$ cat src/hw/cfl_defines.svh
// constants for the card format load and interrogate executor
// assumes inclusion by the package, the design module and the bench
//
// Functional notes
// - format band digit keeps two low bits; 4 and 8 weights dropped.
// - execute start loads operand address into word counter; decrement after each read.
// - word counter decrements modulo installed storage size, wrapping from zero.
// - buffer unit pacing drives transfer; its cycle always completes, even on error.
// - bad address inhibits all transfer, band left zero, alarm after cycle.
// - digit check runs on right shift, only after buffer unit has control.
// - digit error stops transfer at once; rest zero; alarm after cycle ends.
// - output load op 63 fills positions 1..316; last word gives eight digits.
// - output load f digit pairs select bands one to five.
// - odd sign digit applies index register modification to address.
// - normal output load: clear D, counter plus one, word counter base minus 29.
// - input load address or unit alarm: clear D, counter plus one, word counter holds base.
// - input ready op branches when ready; absent unit raises alarm.
// - output ready op 65 branches when ready; absent unit raises alarm.
// - input load op 62: f selects band; even releases, odd imposes lockout.
// - input load fills positions 1..315; last word gives seven digits.
`ifndef CFL_DEFINES_SVH
`define CFL_DEFINES_SVH
`define CFL_OP_IN_LOAD     8'h62
`define CFL_OP_OUT_LOAD    8'h63
`define CFL_OP_IN_READY    8'h64
`define CFL_OP_OUT_READY   8'h65
`define CFL_WORDS          5'd29
`define CFL_DIGITS_WORD    4'd11
`define CFL_LAST_IN        4'd7
`define CFL_LAST_OUT       4'd8
`define CFL_MEM_SIZE       14'h0FA0
`define CFL_ADDR_W         14
`define CFL_ADR_CTRL       12'h000
`define CFL_ADR_INSTR      12'h004
`define CFL_ADR_PC         12'h008
`define CFL_ADR_BREG       12'h00C
`define CFL_ADR_WAC        12'h010
`define CFL_ADR_STAT       12'h014
`define CFL_ADR_MASK       12'h018
`define CFL_ADR_CORE_SIZE  12'h01C
`define CFL_ADR_LOCKOUT    12'h020
`endif

$ cat src/hw/cfl_pkg.sv
// types for the card format load and interrogate executor
// assumes the defines header sits beside it
`include "cfl_defines.svh"
package cfl_pkg;
   typedef enum logic [1:0] {CFL_ALM_ADDR, CFL_ALM_UNIT, CFL_ALM_DIGIT, CFL_ALM_DONE} cfl_cause_t;
   typedef enum logic [2:0] {
      CFL_IDLE, CFL_DECODE, CFL_FETCH, CFL_SHIFT, CFL_FINISH, CFL_HALT
   } cfl_state_t;
   // request toward core storage
   typedef struct packed {
      logic        rd;
      logic [13:0] addr;
   } cfl_mem_req_t;
   // one digit toward the buffer unit band
   typedef struct packed {
      logic       wr;
      logic [2:0] band;
      logic [8:0] pos;
      logic [1:0] val;
      logic       unit_out;
   } cfl_band_wr_t;
endpackage

$ cat src/hw/cfl_core.sv
// executor for format load and ready interrogate instructions
// assumes apb master, single-cycle core storage, buffer unit strobes pacing
//
// The implementer's own choices: register access over APB and the register offsets.
`timescale 1ns/100ps
`include "cfl_defines.svh"
module cfl_core (
   // clock and reset
   input  wire logic                 pclk,
   input  wire logic                 presetn,
   // apb slave
   input  wire logic                 psel,
   input  wire logic                 penable,
   input  wire logic                 pwrite,
   input  wire logic [11:0]          paddr,
   input  wire logic [31:0]          pwdata,
   output logic [31:0]               prdata,
   output logic                      pready,
   output logic                      pslverr,
   // core storage
   output cfl_pkg::cfl_mem_req_t     mem_req,
   input  wire logic [43:0]          mem_rdata,
   // buffer unit pins
   input  wire logic                 buf_tick_pin,
   input  wire logic                 buf_ready_pin,
   input  wire logic                 buf_exist_pin,
   output cfl_pkg::cfl_band_wr_t     band_wr,
   output logic [3:0]                buf_unit,
   output logic                      buf_cycle_end,
   // interrupt and halt
   output logic                      irq,
   output logic                      halted
);
   import cfl_pkg::*;

   // ************************************************
   // pin synchronisers
   // ************************************************
   logic [2:0] pin_s1_reg;
   logic [2:0] pin_s2_reg;
   logic       tick_prev_reg;
   always_ff @(posedge pclk or negedge presetn) begin
      if (!presetn) begin
         pin_s1_reg    <= 3'h0;
         pin_s2_reg    <= 3'h0;
         tick_prev_reg <= 1'b0;
      end else begin
         pin_s1_reg    <= {buf_tick_pin, buf_ready_pin, buf_exist_pin};
         pin_s2_reg    <= pin_s1_reg;
         tick_prev_reg <= pin_s2_reg[2];
      end
   end
   wire tick  = pin_s2_reg[2] & ~tick_prev_reg;
   wire ready = pin_s2_reg[1];
   wire exist = pin_s2_reg[0];

   // ************************************************
   // registers
   // ************************************************
   logic [43:0] instr_reg;
   logic [13:0] pc_reg;
   logic [13:0] breg_reg;
   logic [13:0] wac_reg;
   logic [13:0] core_size_reg;
   logic [3:0]  stat_reg;
   logic [3:0]  mask_reg;
   logic        lockout_reg;
   logic        start_pulse;
   cfl_state_t  state_reg;

   wire wr_en = psel & penable & pwrite;
   wire hit_ctrl  = paddr == `CFL_ADR_CTRL;
   wire hit_instr = paddr == `CFL_ADR_INSTR;
   wire hit_pc    = paddr == `CFL_ADR_PC;
   wire hit_breg  = paddr == `CFL_ADR_BREG;
   wire hit_wac   = paddr == `CFL_ADR_WAC;
   wire hit_stat  = paddr == `CFL_ADR_STAT;
   wire hit_mask  = paddr == `CFL_ADR_MASK;
   wire hit_size  = paddr == `CFL_ADR_CORE_SIZE;
   wire hit_lock  = paddr == `CFL_ADR_LOCKOUT;
   wire hit_any   = hit_ctrl | hit_instr | hit_pc | hit_breg | hit_wac | hit_stat
                  | hit_mask | hit_size | hit_lock;
   // instruction writes refused while running
   wire busy      = state_reg != CFL_IDLE;
   assign pready  = 1'b1;
   assign pslverr = psel & penable & ~hit_any;
   assign start_pulse = wr_en & hit_ctrl & pwdata[0] & ~busy;

   // ************************************************
   // instruction field decode
   // ************************************************
   wire [3:0]  sign_dig = instr_reg[43:40];
   wire [3:0]  unit_dig = instr_reg[39:36];
   wire [3:0]  f_dig    = instr_reg[27:24];
   wire [7:0]  op_code  = instr_reg[23:16];
   wire [15:0] aaaa     = instr_reg[15:0];
   wire [13:0] aaaa_bin = 14'd1000 * 14'(aaaa[15:12]) + 14'd100 * 14'(aaaa[11:8])
                        + 14'd10 * 14'(aaaa[7:4]) + 14'(aaaa[3:0]);
   wire [14:0] mod_sum  = {1'b0, aaaa_bin} + {1'b0, breg_reg};
   wire [14:0] mod_wrap = (mod_sum >= {1'b0, core_size_reg}) ?
                          mod_sum - {1'b0, core_size_reg} : mod_sum;
   wire [13:0] eff_addr = sign_dig[0] ? mod_wrap[13:0] : aaaa_bin;
   wire is_in_load   = op_code == `CFL_OP_IN_LOAD;
   wire is_out_load  = op_code == `CFL_OP_OUT_LOAD;
   wire is_in_ready  = op_code == `CFL_OP_IN_READY;
   wire is_out_ready = op_code == `CFL_OP_OUT_READY;
   wire [2:0] band_sel = 3'(f_dig >> 1) + 3'd1;
   wire [3:0] last_cnt = is_out_load ? `CFL_LAST_OUT : `CFL_LAST_IN;
   wire bad_addr = wac_reg >= core_size_reg;
   wire [13:0] wac_dec = (wac_reg == 14'h0) ? core_size_reg - 14'h1 : wac_reg - 14'h1;

   // ************************************************
   // sequencer
   // ************************************************
   logic [4:0]  word_cnt_reg;
   logic [3:0]  dig_cnt_reg;
   logic [8:0]  pos_reg;
   logic [43:0] shift_reg;
   logic        inhibit_reg;
   logic        addr_err_reg;
   logic        dig_err_reg;
   logic        dreg_clear_reg;
   logic        unit_err_ev;
   logic        addr_err_ev;
   logic        dig_err_ev;
   logic        done_ev;
   wire [3:0] cur_dig   = shift_reg[3:0];
   wire       dig_bad   = cur_dig > 4'h9;
   wire       last_word = word_cnt_reg == `CFL_WORDS - 5'd1;
   wire [3:0] word_len  = last_word ? last_cnt : `CFL_DIGITS_WORD;
   wire       word_done = dig_cnt_reg == word_len - 4'd1;
   wire       wr_digit  = (state_reg == CFL_SHIFT) & tick & ~inhibit_reg & ~dig_bad;

   always_ff @(posedge pclk or negedge presetn) begin
      if (!presetn) begin
         state_reg      <= CFL_IDLE;
         wac_reg        <= 14'h0;
         pc_reg         <= 14'h0;
         word_cnt_reg   <= 5'h0;
         dig_cnt_reg    <= 4'h0;
         pos_reg        <= 9'h0;
         shift_reg      <= 44'h0;
         inhibit_reg    <= 1'b0;
         addr_err_reg   <= 1'b0;
         dig_err_reg    <= 1'b0;
         dreg_clear_reg <= 1'b0;
         lockout_reg    <= 1'b0;
      end else begin
         if (wr_en & hit_pc & ~busy)
            pc_reg <= pwdata[13:0];
         if (wr_en & hit_wac & ~busy)
            wac_reg <= pwdata[13:0];
         unique case (state_reg)
            CFL_IDLE: begin
               if (start_pulse) begin
                  state_reg      <= CFL_DECODE;
                  dreg_clear_reg <= 1'b0;
               end
            end
            CFL_DECODE: begin
               wac_reg      <= eff_addr;
               word_cnt_reg <= 5'h0;
               dig_cnt_reg  <= 4'h0;
               pos_reg      <= 9'h1;
               inhibit_reg  <= 1'b0;
               addr_err_reg <= 1'b0;
               dig_err_reg  <= 1'b0;
               if (!exist) begin
                  state_reg <= CFL_FINISH;
               end else if (is_in_ready | is_out_ready) begin
                  state_reg <= CFL_FINISH;
               end else if (is_in_load | is_out_load) begin
                  state_reg <= CFL_FETCH;
                  if (is_in_load)
                     lockout_reg <= f_dig[0];
               end else begin
                  state_reg <= CFL_FINISH;
               end
            end
            CFL_FETCH: begin
               if (tick) begin
                  if (bad_addr & ~inhibit_reg) begin
                     inhibit_reg  <= 1'b1;
                     addr_err_reg <= 1'b1;
                     wac_reg      <= eff_addr;
                  end
                  shift_reg <= (bad_addr | inhibit_reg) ? 44'h0 : mem_rdata;
                  if (!(bad_addr | inhibit_reg))
                     wac_reg <= wac_dec;
                  dig_cnt_reg <= 4'h0;
                  state_reg   <= CFL_SHIFT;
               end
            end
            CFL_SHIFT: begin
               if (tick) begin
                  if (dig_bad & ~inhibit_reg) begin
                     inhibit_reg <= 1'b1;
                     dig_err_reg <= 1'b1;
                  end
                  shift_reg   <= {4'h0, shift_reg[43:4]};
                  pos_reg     <= pos_reg + 9'h1;
                  dig_cnt_reg <= dig_cnt_reg + 4'h1;
                  if (word_done) begin
                     word_cnt_reg <= word_cnt_reg + 5'h1;
                     state_reg    <= last_word ? CFL_FINISH : CFL_FETCH;
                  end
               end
            end
            CFL_FINISH: begin
               pc_reg         <= pc_reg + 14'h1;
               dreg_clear_reg <= 1'b1;
               if ((is_in_ready | is_out_ready) & exist & ready)
                  pc_reg <= eff_addr;
               if (!exist & (is_in_load | is_out_load))
                  wac_reg <= eff_addr;
               state_reg <= (!exist | addr_err_reg | dig_err_reg) ? CFL_HALT : CFL_IDLE;
            end
            CFL_HALT: begin
               if (wr_en & hit_ctrl & pwdata[1])
                  state_reg <= CFL_IDLE;
            end
            default: state_reg <= CFL_IDLE;
         endcase
      end
   end

   // ************************************************
   // events and interrupt status
   // ************************************************
   assign unit_err_ev = (state_reg == CFL_FINISH) & ~exist;
   assign addr_err_ev = (state_reg == CFL_FINISH) & addr_err_reg;
   assign dig_err_ev  = (state_reg == CFL_FINISH) & dig_err_reg;
   assign done_ev     = (state_reg == CFL_FINISH);
   wire [3:0] ev_vec  = {done_ev, dig_err_ev, unit_err_ev, addr_err_ev};
   wire [3:0] clr_vec = (wr_en & hit_stat) ? pwdata[3:0] : 4'h0;

   always_ff @(posedge pclk or negedge presetn) begin
      if (!presetn) begin
         stat_reg      <= 4'h0;
         mask_reg      <= 4'h0;
         instr_reg     <= 44'h0;
         breg_reg      <= 14'h0;
         core_size_reg <= `CFL_MEM_SIZE;
      end else begin
         stat_reg <= (stat_reg & ~clr_vec) | ev_vec;
         if (wr_en & hit_mask)
            mask_reg <= pwdata[3:0];
         if (wr_en & hit_instr & ~busy)
            instr_reg <= {pwdata[31:0], 12'h0} | 44'(pwdata[11:0]);
         if (wr_en & hit_breg & ~busy)
            breg_reg <= pwdata[13:0];
         if (wr_en & hit_size & ~busy)
            core_size_reg <= pwdata[13:0];
      end
   end
   assign irq    = |(stat_reg & mask_reg);
   assign halted = state_reg == CFL_HALT;

   // ************************************************
   // outputs
   // ************************************************
   wire [31:0] rd_mux =
        hit_ctrl  ? {29'h0, dreg_clear_reg, halted, busy}
      : hit_instr ? instr_reg[43:12]
      : hit_pc    ? {18'h0, pc_reg}
      : hit_breg  ? {18'h0, breg_reg}
      : hit_wac   ? {18'h0, wac_reg}
      : hit_stat  ? {28'h0, stat_reg}
      : hit_mask  ? {28'h0, mask_reg}
      : hit_size  ? {18'h0, core_size_reg}
      : hit_lock  ? {31'h0, lockout_reg}
      : 32'h0;
   always_ff @(posedge pclk or negedge presetn) begin
      if (!presetn) begin
         prdata        <= 32'h0;
         band_wr       <= '0;
         buf_unit      <= 4'h0;
         buf_cycle_end <= 1'b0;
      end else begin
         if (psel & ~penable & ~pwrite)
            prdata <= rd_mux;
         band_wr.wr       <= (state_reg == CFL_SHIFT) & tick;
         band_wr.band     <= band_sel;
         band_wr.pos      <= pos_reg;
         band_wr.val      <= wr_digit ? cur_dig[1:0] : 2'h0;
         band_wr.unit_out <= is_out_load | is_out_ready;
         buf_unit         <= unit_dig;
         buf_cycle_end    <= (state_reg == CFL_SHIFT) & tick & word_done & last_word;
      end
   end
   assign mem_req.rd   = (state_reg == CFL_FETCH) & tick & ~bad_addr & ~inhibit_reg;
   assign mem_req.addr = wac_reg;
endmodule

$ cat config.mk
export PLATFORM = sky130hd
export DESIGN_NAME = cfl_core
export DESIGN_NICKNAME = d
export VERILOG_FILES = /design/src/hw/cfl_pkg.sv /design/src/hw/cfl_core.sv
export VERILOG_INCLUDE_DIRS = /design/src /design/src/hw
export SDC_FILE = /design/constraint.sdc
export NUM_CORES = 1
export LEC_CHECK = 0
export ABC_AREA = 1
export CAP_MARGIN = 20
export CORE_MARGIN = 10
export CORE_UTILIZATION = 65
export CTS_BUF_LIST = sky130_fd_sc_hd__clkbuf_8 sky130_fd_sc_hd__clkbuf_16
export CTS_CLUSTER_SIZE = 14
export DETAILED_ROUTE_END_ITERATION = 10
export DONT_BUFFER_PORTS = 1
export GPL_ROUTABILITY_DRIVEN = 1
export PLACE_DENSITY_LB_ADDON = 0.12
export SYNTH_ARGS = -nofsm -noshare
export SYNTH_HDL_FRONTEND = slang
export SYNTH_SLANG_ARGS = --single-unit
$ cat constraint.sdc
create_clock -name pclk -period 14.9 [get_ports pclk]
set_clock_uncertainty 0.2 [all_clocks]
set_input_delay 0.745 -clock pclk [delete_from_list [all_inputs] [get_ports pclk]]
set_output_delay 0.745 -clock pclk [all_outputs]
set_load 0.05 [all_outputs]
**Word level (Yosys, flattened, before mapping)**

Index checks and enable logic that the tools add are counted.

- Bits in registers: 238
- Output and inout port bits: 72

- $add $sub $neg: 13
- $mul: 3
- Magnitude comparators: 3
- Equality and inequality tests: 26
- Multiplexer cells: 57
- Bitwise operators: 67
- Reductions and logical operators: 22

Operator list:

| cell | number |
|---|---|
| $mux W14 | 17 |
| $mux W44 | 3 |
| $pmux W44 S2 | 1 |
| $mux W32 | 2 |
| $eq A12 B5 Y1 const B | 4 |
| $or A44 B12 Y44 | 1 |
| $pmux W14 S3 | 1 |
| $and A1 B1 Y1 | 38 |
| $eq A8 B7 Y1 const B | 4 |
| $mux W3 | 10 |
| $sub A14 B1 Y14 const B | 2 |
| $eq A12 B4 Y1 const B | 2 |
| $mux W4 | 5 |
| $pmux W3 S6 | 1 |
| $pmux W9 S2 | 1 |
| $add A14 B14 Y15 | 1 |
| $ge A15 B14 Y1 | 1 |
| $reduce_and A3 Y1 | 5 |
| $reduce_and A5 Y1 | 3 |
| $add A14 B1 Y14 const B | 1 |
| $add A14 B11 Y14 | 1 |
| $add A14 B4 Y14 | 1 |
| $add A14 B8 Y14 | 1 |
| $ge A14 B14 Y1 | 1 |
| other kinds (40) | 84 |

**Logic depth before layout (Yosys ltp)**

- Word-level depth: 12
- Depth in mapped cells: 42

**Worst setup path before layout**

Ideal clock, no wire load.

- Kind: reg-to-reg
- From: register instr_reg[14]
- To: register wac_reg[2]
- Setup time: 0.134 ns
- Arrival time: 6.136 ns
- Setup slack: 8.430 ns
- Cell stages (with the launch flop): 38
- Buffers on the path: 1
- Period minus slack after synthesis: 6.470 ns
- Cells stage by stage: dfrtp_1 > fa_1 > inv_1 > fa_1 > inv_1 > ha_1 > a21oi_1 > nand2_1 > xnor2_1 > inv_1 > ha_1 > ha_1 > ha_1 > nand2_1 > inv_1 > nand4_1 > nand3_1 > xor2_1 > [2 not listed] > nor2_1 > nor2_1 > nand3_1 > xor2_1 > ha_1 > nand2_1 > nor2_1 > nand2_1 > o21a_1 > nand2_2 > nand2_4 > nand2_4 > buf_6 > nand2_1 > nand3_2 > nand2_1 > a21boi_0 > nand4_1

- Cells in the longest elaborated chain, start to end: 12

RTL lines:

| item | line | RTL |
|---|---|---|
| start: declaration | cfl_core.sv:60 | `logic [43:0] instr_reg;` |
| start signal: assignment | cfl_core.sv:249 | `instr_reg <= {pwdata[31:0], 12'h0} \| 44'(pwdata[11:0]);` |
| $mul A7 B4 Y11 (*) | cfl_core.sv:97 | `wire [13:0] aaaa_bin = 14'd1000 * 14'(aaaa[15:12]) + 14'd100 * 14'(aaaa[11:8])` |
| $add A14 B11 Y14 (*) | cfl_core.sv:97 |  |
| $add A14 B8 Y14 (*) | cfl_core.sv:98 | `+ 14'd10 * 14'(aaaa[7:4]) + 14'(aaaa[3:0]);` |
| $add A14 B4 Y14 (*) | cfl_core.sv:98 |  |
| $add A14 B14 Y15 (*) | cfl_core.sv:99 | `wire [14:0] mod_sum = {1'b0, aaaa_bin} + {1'b0, breg_reg};` |
| $ge A15 B14 Y1 (*) | cfl_core.sv:100 | `wire [14:0] mod_wrap = (mod_sum >= {1'b0, core_size_reg}) ?` |
| $mux W14 (*) | cfl_core.sv:100 |  |
| $mux W14 (*) | cfl_core.sv:102 | `wire [13:0] eff_addr = sign_dig[0] ? mod_wrap[13:0] : aaaa_bin;` |
| $mux W14 | cfl_core.sv:182 | `if (bad_addr & ~inhibit_reg) begin` |
| $mux W14 | cfl_core.sv:188 | `if (!(bad_addr \| inhibit_reg))` |
| $mux W14 | cfl_core.sv:181 | `if (tick) begin` |
| $pmux W14 S3 (*) | cfl_core.sv:153 | `unique case (state_reg)` |
| end signal: assignment | cfl_core.sv:152 | `wac_reg <= pwdata[13:0];` |
| end signal: assignment | cfl_core.sv:185 | `wac_reg <= eff_addr;` |
| end signal: assignment | cfl_core.sv:189 | `wac_reg <= wac_dec;` |
| end: declaration | cfl_core.sv:63 | `logic [13:0] wac_reg;` |

Every way passes the cells marked *; elsewhere a longest branch is shown, timed or not.
A chain may end at the register's enable or synchronous reset.

**Final worst setup path**

- From: register instr_reg[14]
- To: register wac_reg[9]

- Cells in the longest elaborated chain, start to end: 12

RTL lines:

| item | line |
|---|---|
| $mul A7 B4 Y11 (*) | cfl_core.sv:97 |
| $add A14 B11 Y14 (*) | cfl_core.sv:97 |
| $add A14 B8 Y14 (*) | cfl_core.sv:98 |
| $add A14 B4 Y14 (*) | cfl_core.sv:98 |
| $add A14 B14 Y15 | cfl_core.sv:99 |
| $sub A14 B14 Y14 or $ge A15 B14 Y1 (tied branches) | cfl_core.sv:101, cfl_core.sv:100 |
| $mux W14 | cfl_core.sv:100 |
| $mux W14 (*) | cfl_core.sv:102 |
| $mux W14 | cfl_core.sv:182 |
| $mux W14 | cfl_core.sv:188 |
| $mux W14 | cfl_core.sv:181 |
| $pmux W14 S3 (*) | cfl_core.sv:153 |

Marks and branches as above.

==> metrics <==
number of diodes 0; Syn Nets 2337; mean post-synth cell area 7.45 um^2; Synth Area in Compound Gates 15.2%; crit path kind flip-flop to flip-flop; Routed wire per std cell 22.9 um; Synth Cell Area 0.0158 mm^2; Routability Congestion 1.04; setup violators final 0; first-pass GRT wire length 85.3 mm; Tot Pwr 0.00256 W; reg2reg setup slack 7430 ps; WP data arrival 7710 ps; largest family of logic cells by synthesized area simple AND/OR/NAND/NOR gates; Site Rows 56; Final Critical Period 7470 ps; xor-xnor portion of the synthesized cell area 2.44%; mux share of post-synthesis cell area 0.998%; Layout area overhead 6.92%; synth unique cells 60; failing checks negative hold slack; critical path fanouts, max 16; largest net degree at the start of global routing 227; drt drc 0; GR Util All Layers 35.1%; post-synthesis adder-cell area fraction 10.5%; post-DR vias/cell 6.38; fmax 134 MHz; CORE AREA 0.0237 mm^2; Slew @ Worst Pin 1300 ps; Synth Instances 2120; Slew HR 13.1%; Initial Util 66.7%; Max rail drop VDD 0.151 mV; status finished with violations; slowest cell on the critical path fa_1; share of post-route cells with drive strength above 1 7.06%; Synth Register Bits 226; CTS Buf Count 25; Sink Count 226; CP peak stage delay 670 ps; die width 176 um; leakage power 8.82 nW; CTS Root Cell clkbuf_16; Die Y 176 um; I/O pin cnt 168; ranking of synthesized cells by area dfrtp_1, nand2_1, ha_1; routed wire length 55.6 mm; Slew Limit Fails 0; total grt overflow 0; Post-Place Cells 2382; Hold Crit Class input pin to asynchronous set/reset pin; Max-Cap Viols 0; Simple-Gate Fraction of Synth Area 26.0%; non-filler cells, final 2428; drt initial violations 1934; via count 15500; hold_ws -38.6 ps; Post-Place Worst Slack 7530 ps; Die Footprint 0.0309 mm^2; setup ws final 7430 ps; area leader, netlist dfrtp_1; Max clock buf depth 3; Worst setup EP type flip-flop; crit start category flip-flop; async set-or-reset flop fraction in the synthesized netlist 100%; Clock Latency Late Sink 560 ps; warnings from Yosys 0; drt first pass iters 6; Register-to-Register Path Depth 34; Yosys top cell area share 34.9%; Synth Flop Type dfrtp_1; pwr dens 152 mW/mm^2; I/O Buffers 0; H-tree levels 1; setup TNS 0 ps; Post-synth EDFFs 0; initial antenna violation count 0; max reg flops 44; Final HPWL DP 41.3 mm; Worst-path clk slew 70 ps; Data required, critical path 15140 ps; TritonCTS clock tree built; fin nets 2308; sequential fraction of the synthesis area 35.9%; RSZ-0062 raised after global routing false; Fin. Hold Viols 5; Tcrit/Tclk final 50.1%; vias in the first global route 14800; DRT antenna net count 0
-- path summary, 6_finish.rpt --
check,from,end
min in group pclk,buf_exist_pin,pin_s1_reg[0]$_DFF_PN0_
max reg2reg,instr_reg[14]$_DFFE_PN0P_,wac_reg[9]$_DFF_PN0_
max in group asynchronous,presetn,buf_unit[2]$_DFF_PN0_
max,instr_reg[14]$_DFFE_PN0P_,wac_reg[9]$_DFF_PN0_
min reg2reg,pin_s1_reg[2]$_DFF_PN0_,pin_s2_reg[2]$_DFF_PN0_
min,presetn,wac_reg[5]$_DFF_PN0_
-- cell families after synthesis --
family | count (synthesis)
simple gates | 935
flops | 226
buf+inv | 360
mux | 14
other cells | 1
xor+xnor | 44
compound gates | 419
fa+ha+maj | 121
-- metal layers --
layer  vias to the layer above  GRT usage, %  routed length (um)  share of wire, %
li1                       6940             -                   -                 -
met1                      7333          43.8               20400                37
met2                      1036          54.2               24700                44
met3                       189          10.9                7240                13
met4                         0          17.3                3250               5.8
met5                         -             0                   0                 0
-- timing repair --
action,CTS,global route
resized for setup,0,0
hold buffers,1,0
setup buffers,0,0
endpoints found under the hold margin,226,0
-- stage by stage --
stage | instance area, um^2 | util (%)
3_3_place_gp | 16000 | 67.6
5_1_grt | 16900 | 71.3
3_5_place_dp | 16000 | 67.6
2_1_floorplan | 15800 | -
4_1_cts | 16900 | 71.3
6_report | 16900 | 71.3
-- critical path, delay by kind of cell, from the launching register on --
kind                       cells  cell delay [ps]
adders and majority gates      8             3160
buffers and inverters          4              290
and+or+nand+nor               12             1470
AOI/OAI and AO/OA              8             1370
DFF                            1              510
xor gates and xnor gates       2              370
-- placed cells by master, fill, tap and decap left out, types with 31 or more instances in the layout --
master / instances
a21oi_1: 169
dfrtp_1: 220
ha_1: 102
inv_1: 281
nand2_1: 458
nand3_1: 203
nor2_1: 173
o21ai_0: 138
xor2_1: 31
-- cell type report --
| class | instances | area (um^2) |
|---|---|---|
| sequential | 226 | 5660 |
| inverter | 289 | 1090 |
| tap | 319 | 399 |
| clock buffer | 28 | 667 |
| clock inverter | 17 | 184 |
| multi-input combinational | 1534 | 8750 |
| fill | 1961 | 6800 |
| timing repair buffer | 15 | 136 |
-- cells in the mapped netlist (14+ instances only) --
cell / instances
fa_1: 19
nand4_1: 25
a21oi_1: 169
nand3_1: 203
o211ai_1: 22
mux2_2: 14
ha_1: 102
a32o_1: 14
dfrtp_1: 220
xor2_1: 31
nor2_1: 174
nand2_1: 459
clkbuf_1: 44
o21ai_0: 138
inv_1: 276
nor3_1: 14
-- power by group --
group          switching (W)  internal, W  leakage [nW]
Combinational       0.000702     0.000293          5.49
Clock               0.000271     0.000376         0.441
Sequential          0.000191     0.000726          2.89
Total                0.00116      0.00139          8.82
No activity file was read; power rests on OpenSTA's default activity.
